`config.mk`:
```
export PLATFORM = sky130hd
export DESIGN_NAME = phy_mode_ctrl
export DESIGN_NICKNAME = d
export VERILOG_FILES = /design/src/phy_ctrl_pkg.sv /design/src/phy_mode_ctrl.sv
export VERILOG_INCLUDE_DIRS = /design/src
export SDC_FILE = /design/constraint.sdc
export NUM_CORES = 1
export LEC_CHECK = 0
export ABC_CLOCK_PERIOD_IN_PS = 4800
export BUFFER_PORTS_ARGS = -buffer_cell sky130_fd_sc_hd__buf_2
export CAP_MARGIN = 40
export CORE_UTILIZATION = 60
export CTS_BUF_LIST = sky130_fd_sc_hd__clkbuf_8
export DETAILED_ROUTE_END_ITERATION = 6
export PLACE_DENSITY = 0.91
export SETUP_SLACK_MARGIN = 0.1
export SYNTH_ARGS = -nofsm -noshare
export SYNTH_HDL_FRONTEND = slang
export SYNTH_SLANG_ARGS = --single-unit
export TNS_END_PERCENT = 10
```
`constraint.sdc`:
```
create_clock -name sys_clk_i -period 4.8 [get_ports sys_clk_i]
set_clock_uncertainty 0.2 [all_clocks]
set_input_delay 0.24 -clock sys_clk_i [delete_from_list [all_inputs] [get_ports sys_clk_i]]
set_output_delay 0.24 -clock sys_clk_i [all_outputs]
set_load 0.005 [all_outputs]
```
`src/phy_ctrl_map.svh`:
```
`ifndef PHY_CTRL_MAP_SVH
`define PHY_CTRL_MAP_SVH
// register indices (5-bit management addresses)
`define REG_CONTROL      5'h00
`define REG_ADVERT       5'h04
`define REG_AUX_STATUS   5'h18
`define REG_IRQ_OUT_N         5'h1a
`define REG_AUX_MODE2    5'h1b
`define REG_MULTI_PHY    5'h1e
// control register fields
`define CTL_RESET_BIT    15
`define CTL_LOOPBACK_BIT 14
`define CTL_ANEG_BIT     12
`define CTL_ISOLATE_BIT  10
`define CTL_DUPLEX_BIT   8
`define CTL_COLTEST_BIT  7
`define CTL_RESET_VAL    16'h1000
// advertisement: full-duplex abilities bits 8 and 6
`define ADV_RESET_VAL    16'h01e1
`define ADV_FDX_MASK     16'h0140
// interrupt register fields
`define INT_STATUS_BIT   0
`define INT_DUPLEX_BIT   1
`define INT_SPEED_BIT    2
`define INT_LINK_BIT     3
`define INT_LEDMODE_LO   4
`define INT_LEDMODE_HI   5
`define INT_GMASK_BIT    8
`define INT_DMASK_BIT    9
`define INT_SMASK_BIT    10
`define INT_LMASK_BIT    11
`define INT_ENABLE_BIT   14
`define INT_DUPLEX_LED_N_BIT   15
`define LED_FORCE_ON     2'h1
`define LED_FORCE_OFF    2'h2
// aux mode 2 / multi-phy fields
`define AM2_TRAFFIC_BIT  6
`define MP_SERIAL_BIT    1
`define MP_SUPER_ISO_BIT 3
// timing
`define CLK_PERIOD_NS    50
`define RESET_MIN_US     20
`define RESET_MIN_CYC    ((`RESET_MIN_US*1000+`CLK_PERIOD_NS-1)/`CLK_PERIOD_NS)
`define LED_PULSE_MS     80
`define LED_PULSE_CYC    ((`LED_PULSE_MS*1000000)/`CLK_PERIOD_NS)
`define TRAFFIC_DIV      8
`define MII10_DIV        4
`define SER_DIV          1
`endif

```
`src/phy_ctrl_pkg.sv`:
```
package phy_ctrl_pkg;
  typedef logic [4:0]  reg_addr_t;
  typedef logic [15:0] reg_data_t;
  typedef enum logic [1:0] {SPD_10, SPD_100TX, SPD_100FX} speed_t;
endpackage

```
`src/phy_mode_ctrl.sv`:
```
// Local design decisions: the address-and-strobe port and the register offsets.
`include "phy_ctrl_map.svh"
`timescale 1ns/10ps
`default_nettype none
module phy_mode_ctrl
  import phy_ctrl_pkg::*;
#(
  parameter int unsigned LED_PULSE_CYC = `LED_PULSE_CYC
) (
  input  wire logic               sys_clk_i,
  input  wire logic               reset_i,
  input  wire phy_ctrl_pkg::reg_addr_t reg_addr_i,
  input  wire phy_ctrl_pkg::reg_data_t reg_wdata_i,
  input  wire logic               reg_wr_i,
  input  wire logic               reg_rd_i,
  output logic [15:0]             reg_rdata_o,
  input  wire logic               duplex_strap_i,
  input  wire logic               fiber_signal_detect_i,
  input  wire logic               link_up_i,
  input  wire logic               speed100_i,
  input  wire logic               aneg_duplex_i,
  input  wire logic [3:0]         mii_txd_i,
  input  wire logic               mii_tx_en_i,
  input  wire logic               mii_tx_er_i,
  input  wire logic [3:0]         line_rxd_i,
  input  wire logic               line_rx_dv_i,
  input  wire logic               line_rx_er_i,
  input  wire logic               line_col_i,
  output logic [3:0]              mii_rxd_o,
  output logic                    mii_rx_dv_o,
  output logic                    mii_rx_er_o,
  output logic                    mii_crs_o,
  output logic                    mii_col_o,
  output logic                    mii_tx_clk_o,
  output logic                    mii_rx_clk_o,
  output logic                    mii_out_oe_n_o,
  output logic [3:0]              line_txd_o,
  output logic                    line_tx_en_o,
  output logic                    line_tx_pair_oe_n_o,
  output logic                    fx_mode_o,
  output logic                    nrzi_coding_o,
  output logic                    scrambler_bypass_o,
  output logic                    manchester_o,
  output logic                    serial_mode_o,
  output logic                    duplex_full_o,
  output logic                    soft_reset_o,
  output logic                    tx_activity_led_n_o,
  output logic                    tx_activity_led_oe_n_o,
  output logic                    rx_activity_led_n_o,
  output logic                    speed_led_n_o,
  output logic                    link_led_n_o,
  output logic                    collision_led_n_o
);
  import phy_ctrl_pkg::*;

  logic [2:0]  sd_sync;
  logic        fiber_sd;
  reg_data_t   control;
  reg_data_t   advert;
  reg_data_t   irq_out_n;
  reg_data_t   aux_mode2;
  reg_data_t   multi_phy;
  logic        strap_dup;
  logic        any_reset;
  logic        full_dup;
  logic        loopback;
  logic        isolate;
  logic        serial_en;
  logic [2:0]  prev_state;
  logic [2:0]  changed;
  logic [2:0]  src_mask;
  logic [2:0]  set_bits;
  logic        wr_irq_out_n;
  logic        rd_irq_out_n;
  logic [3:0]  clk_div;
  logic        tx_clk_r;
  logic        rx_clk_r;
  logic [31:0] tx_led_cnt;
  logic [31:0] rx_led_cnt;
  logic [3:0]  meter_cnt;
  logic        meter_tick;
  logic        tx_led_on;
  logic        rx_led_on;
  logic        act_on;
  logic        rx_active;
  logic [1:0]  led_mode;

  // signal-detect synchroniser, change accepted when stages 2 and 3 agree
  always_ff @(posedge sys_clk_i) begin
    if (reset_i) begin
      sd_sync  <= 3'h0;
      fiber_sd <= 1'b0;
    end else begin
      sd_sync <= {sd_sync[1:0], fiber_signal_detect_i};
      if (sd_sync[2] == sd_sync[1])
        fiber_sd <= sd_sync[2];
    end
  end

  // duplex strap resampled every cycle while signal detect stages 2 and 3 are low and fiber mode is off
  always_ff @(posedge sys_clk_i) begin
    if (reset_i)
      strap_dup <= 1'b0;
    else if (sd_sync[2:1] == 2'h0 && !fx_mode_o)
      strap_dup <= duplex_strap_i;
  end

  assign soft_reset_o = reg_wr_i && reg_addr_i == `REG_CONTROL &&
                        reg_wdata_i[`CTL_RESET_BIT];
  assign any_reset    = reset_i || soft_reset_o;

  // control register; reset bit never stored, so it reads back 0
  always_ff @(posedge sys_clk_i) begin
    if (any_reset)
      control <= `CTL_RESET_VAL;
    else if (reg_wr_i && reg_addr_i == `REG_CONTROL)
      control <= reg_wdata_i & 16'h7fff;
  end

  // advertisement, full duplex advertised by default
  always_ff @(posedge sys_clk_i) begin
    if (any_reset)
      advert <= `ADV_RESET_VAL;
    else if (reg_wr_i && reg_addr_i == `REG_ADVERT)
      advert <= reg_wdata_i;
  end

  // mode registers
  always_ff @(posedge sys_clk_i) begin
    if (any_reset) begin
      aux_mode2 <= 16'h0000;
      multi_phy <= 16'h0000;
    end else if (reg_wr_i) begin
      if (reg_addr_i == `REG_AUX_MODE2)
        aux_mode2 <= reg_wdata_i;
      if (reg_addr_i == `REG_MULTI_PHY)
        multi_phy <= reg_wdata_i;
    end
  end

  // duplex resolution
  always_comb begin
    if (control[`CTL_ANEG_BIT])
      full_dup = aneg_duplex_i && (advert & `ADV_FDX_MASK) != 16'h0000;
    else
      full_dup = strap_dup || control[`CTL_DUPLEX_BIT];
  end

  assign duplex_full_o      = full_dup;
  assign loopback           = control[`CTL_LOOPBACK_BIT];
  assign isolate            = control[`CTL_ISOLATE_BIT] ||
                              multi_phy[`MP_SUPER_ISO_BIT];
  assign fx_mode_o          = fiber_sd;
  assign nrzi_coding_o      = fiber_sd;
  assign scrambler_bypass_o = fiber_sd || !speed100_i;
  assign manchester_o       = !speed100_i && !fiber_sd;
  assign serial_en          = multi_phy[`MP_SERIAL_BIT] && manchester_o;
  assign serial_mode_o      = serial_en;

  // interrupt status: change detect, enable, per-source masks
  assign changed  = {link_up_i, speed100_i, full_dup} ^ prev_state;
  assign src_mask = {irq_out_n[`INT_LMASK_BIT], irq_out_n[`INT_SMASK_BIT],
                     irq_out_n[`INT_DMASK_BIT]};
  assign set_bits = irq_out_n[`INT_ENABLE_BIT] ? changed & ~src_mask
                                          : 3'h0;
  assign wr_irq_out_n  = reg_wr_i && reg_addr_i == `REG_IRQ_OUT_N;
  assign rd_irq_out_n  = reg_rd_i && reg_addr_i == `REG_IRQ_OUT_N;

  always_ff @(posedge sys_clk_i) begin
    if (reset_i)
      prev_state <= 3'h0;
    else
      prev_state <= {link_up_i, speed100_i, full_dup};
  end

  // interrupt register; status clears on read, a new event wins
  always_ff @(posedge sys_clk_i) begin
    if (any_reset)
      irq_out_n <= 16'h0000;
    else begin
      if (wr_irq_out_n)
        irq_out_n[15:4] <= reg_wdata_i[15:4];
      if (rd_irq_out_n)
        irq_out_n[3:0] <= {set_bits, |set_bits};
      else
        irq_out_n[3:0] <= irq_out_n[3:0] | {set_bits, |set_bits};
    end
  end

  // register read port, data one cycle after the strobe
  always_ff @(posedge sys_clk_i) begin
    if (reset_i)
      reg_rdata_o <= 16'h0000;
    else if (reg_rd_i) begin
      unique case (reg_addr_i)
        `REG_CONTROL:    reg_rdata_o <= control;
        `REG_ADVERT:     reg_rdata_o <= advert;
        `REG_AUX_STATUS: reg_rdata_o <= {14'h0, speed100_i, full_dup};
        `REG_IRQ_OUT_N:       reg_rdata_o <= irq_out_n;
        `REG_AUX_MODE2:  reg_rdata_o <= aux_mode2;
        `REG_MULTI_PHY:  reg_rdata_o <= multi_phy;
        default:         reg_rdata_o <= 16'h0000;
      endcase
    end
  end

  // mii clock generation: 2.5 MHz nibble, 10 MHz serial, 25 MHz unreachable
  always_ff @(posedge sys_clk_i) begin
    if (reset_i) begin
      clk_div  <= 4'h0;
      tx_clk_r <= 1'b0;
    end else if (serial_en) begin
      clk_div  <= 4'h0;
      tx_clk_r <= ~tx_clk_r;
    end else if (clk_div == 4'(`MII10_DIV - 1)) begin
      clk_div  <= 4'h0;
      tx_clk_r <= ~tx_clk_r;
    end else
      clk_div  <= clk_div + 4'h1;
  end
  assign rx_clk_r     = tx_clk_r;
  assign mii_tx_clk_o = tx_clk_r;
  assign mii_rx_clk_o = rx_clk_r;

  // datapath: loopback, isolate, serial, duplex-dependent col/crs
  always_ff @(posedge sys_clk_i) begin
    if (reset_i) begin
      mii_rxd_o    <= 4'h0;
      mii_rx_dv_o  <= 1'b0;
      mii_rx_er_o  <= 1'b0;
      mii_crs_o    <= 1'b0;
      mii_col_o    <= 1'b0;
      line_txd_o   <= 4'h0;
      line_tx_en_o <= 1'b0;
    end else begin
      if (loopback) begin
        mii_rxd_o   <= isolate ? 4'h0 : mii_txd_i;
        mii_rx_dv_o <= !isolate && mii_tx_en_i;
        mii_rx_er_o <= !isolate && mii_tx_er_i;
      end else begin
        mii_rxd_o   <= serial_en ? {3'h0, line_rxd_i[0]}
                                 : line_rxd_i;
        mii_rx_dv_o <= line_rx_dv_i;
        mii_rx_er_o <= line_rx_er_i;
      end
      mii_crs_o <= (!loopback && line_rx_dv_i) ||
                   (!full_dup && !isolate && mii_tx_en_i);
      if (control[`CTL_COLTEST_BIT])
        mii_col_o <= !isolate && mii_tx_en_i;
      else
        mii_col_o <= !full_dup && !loopback && line_col_i;
      line_txd_o   <= (isolate || loopback) ? 4'h0 : mii_txd_i;
      line_tx_en_o <= !isolate && !loopback && mii_tx_en_i;
    end
  end
  assign mii_out_oe_n_o      = isolate;
  assign line_tx_pair_oe_n_o = multi_phy[`MP_SUPER_ISO_BIT];

  // traffic-meter divider tick
  always_ff @(posedge sys_clk_i) begin
    if (reset_i)
      meter_cnt <= 4'h0;
    else
      meter_cnt <= meter_cnt + 4'h1;
  end
  assign meter_tick = !aux_mode2[`AM2_TRAFFIC_BIT] ||
                      meter_cnt == 4'(`TRAFFIC_DIV - 1);

  // activity pulse stretchers, about 80 ms per burst in link pass, about 1280 ms with the traffic meter on (one tick per 16 cycles)
  assign rx_active = line_rx_dv_i && !loopback;
  always_ff @(posedge sys_clk_i) begin
    if (reset_i) begin
      tx_led_cnt <= 32'h0;
      rx_led_cnt <= 32'h0;
    end else begin
      if (link_up_i && mii_tx_en_i && !isolate)
        tx_led_cnt <= 32'(LED_PULSE_CYC);
      else if (tx_led_cnt != 32'h0 && meter_tick)
        tx_led_cnt <= tx_led_cnt - 32'h1;
      if (link_up_i && rx_active)
        rx_led_cnt <= 32'(LED_PULSE_CYC);
      else if (rx_led_cnt != 32'h0 && meter_tick)
        rx_led_cnt <= rx_led_cnt - 32'h1;
    end
  end
  assign tx_led_on = tx_led_cnt != 32'h0;
  assign rx_led_on = rx_led_cnt != 32'h0;
  assign act_on    = tx_led_on || rx_led_on;
  assign led_mode  = {irq_out_n[`INT_LEDMODE_HI], irq_out_n[`INT_LEDMODE_LO]};

  // led / interrupt pin muxing, force modes override every led pin except tx activity while the interrupt is enabled
  always_comb begin
    tx_activity_led_oe_n_o = 1'b0;
    if (irq_out_n[`INT_ENABLE_BIT]) begin
      // open drain: drive low only while an unmasked interrupt is pending
      tx_activity_led_n_o    = 1'b0;
      tx_activity_led_oe_n_o = !(irq_out_n[`INT_STATUS_BIT] &&
                                 !irq_out_n[`INT_GMASK_BIT]);
      rx_activity_led_n_o    = !act_on;
    end else if (irq_out_n[`INT_DUPLEX_LED_N_BIT]) begin
      tx_activity_led_n_o = full_dup ? 1'b0 : 1'b1;
      rx_activity_led_n_o = !act_on;
    end else begin
      tx_activity_led_n_o = !tx_led_on;
      rx_activity_led_n_o = !rx_led_on;
    end
    speed_led_n_o     = !speed100_i;
    link_led_n_o      = !link_up_i;
    collision_led_n_o = !mii_col_o;
    if (led_mode == `LED_FORCE_ON) begin
      if (!irq_out_n[`INT_ENABLE_BIT])
        tx_activity_led_n_o = 1'b0;
      rx_activity_led_n_o = 1'b0;
      speed_led_n_o       = 1'b0;
      link_led_n_o        = 1'b0;
      collision_led_n_o   = 1'b0;
    end else if (led_mode == `LED_FORCE_OFF) begin
      if (!irq_out_n[`INT_ENABLE_BIT])
        tx_activity_led_n_o = 1'b1;
      rx_activity_led_n_o = 1'b1;
      speed_led_n_o       = 1'b1;
      link_led_n_o        = 1'b1;
      collision_led_n_o   = 1'b1;
    end
  end
endmodule
`default_nettype wire

```
==> flow_metrics.tcl <==
set metrics [dict create \
    worstPathRequired_ps 4360 \
    synth_edf_count 0 \
    die_y_um 119 \
    grt_pass1_vias 7379 \
    clock_path_buffers 2 \
    worstPathMaxFanout 20 \
    via_count 7902 \
    critPathKind "reg2out" \
    dr.pass1.iters 6 \
    slew_headroom_pct 38.7 \
    cap_violations 0 \
    drive_gt1_share_pct 14.7 \
    syn_avg_cell_area_um2 8.35 \
    finalHoldViolCount 0 \
    met1_usage_pct 41.6 \
    worstMarginPinSlew_ps 917 \
    cp-end-kind "output pin" \
    yosys_warnings 0 \
    grtUsageMet2_pct 50.1 \
    synth_nets 1038 \
    seq_area_frac_synth_pct 45.9 \
    netlist_area_um2 8250 \
    diodes 0 \
    p_leak_nw 3.86 \
    pre_cts_ws_ps 1620 \
    grt_max_degree 47 \
    async_flop_share_pct 0 \
    numCtsBuffers 17 \
    grt_overflow 0 \
    nNetsFinal 1133 \
    drv_slew 0 \
    routed_via_density 6.21 \
    status "finished, final reports clean" \
    rsz0062_at_grt "false" \
    layout_commonest_cell "dfxtp_1" \
    synth-seq-cells 189 \
    setup_tns_ps 0 \
    synth_ff_type "dfxtp_1" \
    cts.sinks 189 \
    layoutNonFillerInstCount 1272 \
    cts_tree "yes" \
    final_area_um2 9590 \
    synthCells 988 \
    post-route-min-period_ps 3480 \
    ys_types 63 \
    wire_per_inst_um 17.4 \
    critPathLaunchType "flip-flop" \
    core_area_um2 13300 \
    antenna_found_initial 0 \
    ios 89 \
    timing.final.ws_setup_ps 1320 \
    clk_pin_slew_ps 100 \
    die_w_um 119 \
    gp_congestion 0.885 \
    port_buffers 88 \
    rows 42 \
    finalPower_mw 4.44 \
    period_share_pct 72.5 \
    final_cell_mix "189 x dfxtp_1, 166 x nand2_1, 92 x a21oi_1" \
    cellPowerDensity_nw_per_um2 463 \
    root_buffer "clkbuf_8" \
    min_path_type "in2reg" \
    grt.total_usage_pct 31.7 \
    vdd.ir_drop.worst_uv 272 \
    setup_viol 0 \
    route.detailed.drc 0 \
    drt.antenna.violating_nets 0 \
    drt-initial-drc-count 1044 \
    initial_core_util_pct 61.8 \
    use_met3_pct 7.28 \
    busiest_layer "met2" \
    area_growth_syn_to_layout_pct 16.2 \
    dp_cells 1208 \
    dieArea_um2 14200 \
    wirelength_um 22200 \
    place_area_um2 8810 \
    fmax_ghz 0.287 \
    clock_latency_ps 480 \
    cts_max_level 4 \
    worstPathArrival_ps 3040 \
    dp_hpwl_um 14400 \
    grt_pass1_wl_um 35900 \
]
synthesized netlist by cell type (all sizes together) (3+ instances only):
cell / count / area, um^2
or3: 34 / 215
o211ai: 8 / 60.1
nand3: 18 / 90.1
a31oi: 14 / 87.6
nand3b: 4 / 30.0
or2: 14 / 87.6
ha: 7 / 87.6
and3: 16 / 100
xor2: 6 / 52.6
mux2i: 32 / 320
nor4: 13 / 87.6
nand2: 166 / 623
inv: 20 / 75.1
nor3: 12 / 60.1
nor3b: 4 / 30.0
nand4b: 4 / 35.0
a311oi: 5 / 43.8
and2: 9 / 56.3
nand4: 5 / 31.3
nand2b: 8 / 50.1
or4: 36 / 280
dfxtp: 189 / 3780
xnor2: 7 / 61.3
o31ai: 20 / 150
a222oi: 14 / 140
o21ai: 40 / 200
a21oi: 92 / 460
nor2b: 8 / 50.1
o41ai: 5 / 43.8
nor2: 87 / 327
clkbuf: 50 / 190
maj3: 3 / 30.0
a32oi: 4 / 35.0
buf: 7 / 36.3
path summary, 6_finish.rpt:
check	startpoint	endpoint	slack (ps)	cells after the start
worst max register to register	tx_led_cnt[0]$_SDFFE_PP0P_	tx_led_cnt[14]$_SDFFE_PP0P_	1580	7
worst max-delay path	rx_led_cnt[9]$_SDFFE_PP0P_	rx_activity_led_n_o	1320	7
worst min-delay path	reset_i	meter_cnt[0]$_SDFF_PP0_	40	2
worst min register to register	sd_sync[0]$_SDFF_PP0_	sd_sync[1]$_SDFF_PP0_	260	1
logic make-up (layout without fill, tap and decap cells):
family	after synthesis	in the layout	share of synthesized area, %
buf+inv	77	185	3.65
flops	189	189	45.9
xor+xnor	13	13	1.38
fa+ha+maj	10	10	1.43
simple gates	446	446	27.0
compound gates	221	221	16.8
mux	32	32	3.88
state kept, by name, summed over array words and instances (netlist names), 4 cells and up:
signal       count
clk_div          4
control         15
tx_led_cnt      32
line_txd_o       4
aux_mode2       16
reg_rdata_o     16
advert          16
mii_rxd_o        4
irq_out_n       16
meter_cnt        4
rx_led_cnt      32
multi_phy       16
critical path, cell delays in order, from the launching register on:
cell	delay, ps
dfxtp_1	360
or4_4	580
or3_1	490
nor4_2	340
buf_4	270
o21ai_0	130
a21oi_1	240
buf_2	160
layout make-up:
class	count	area, um^2
repair buffers	133	873
clock inverters	13	199
well taps	176	220
fillers	972	3760
multi-input cells	722	4180
clock buffers	19	262
flip-flops and latches	189	3780
inverters	20	75.1
per-stage QoR:
stage,hold slack [ps],util [%]
detailed placement,238,66.0
global route,39.1,71.9
global placement,221,65.7
CTS,13.5,71.9
floorplan,162,-
finish,38.5,71.9
power by group:
part / total, mW / switching [mW] / internal, mW
Clock: 1.20 / 0.593 / 0.609
Sequential: 1.89 / 0.158 / 1.73
Combinational: 1.35 / 0.806 / 0.541
Total: 4.44 / 1.56 / 2.88
metal layers:
metal,routed length (um),up-vias
li1,-,3729
met1,9290,3708
met2,10300,402
met3,1970,63
met4,618,0
met5,0,-
what timing repair did:
action / CTS / global route
buffers inserted: 0 / 0
hold endpoints to repair: 92 / 0
gates resized for setup: 0 / 0
hold buffers: 32 / 0
No activity file was read; power rests on OpenSTA's default activity.
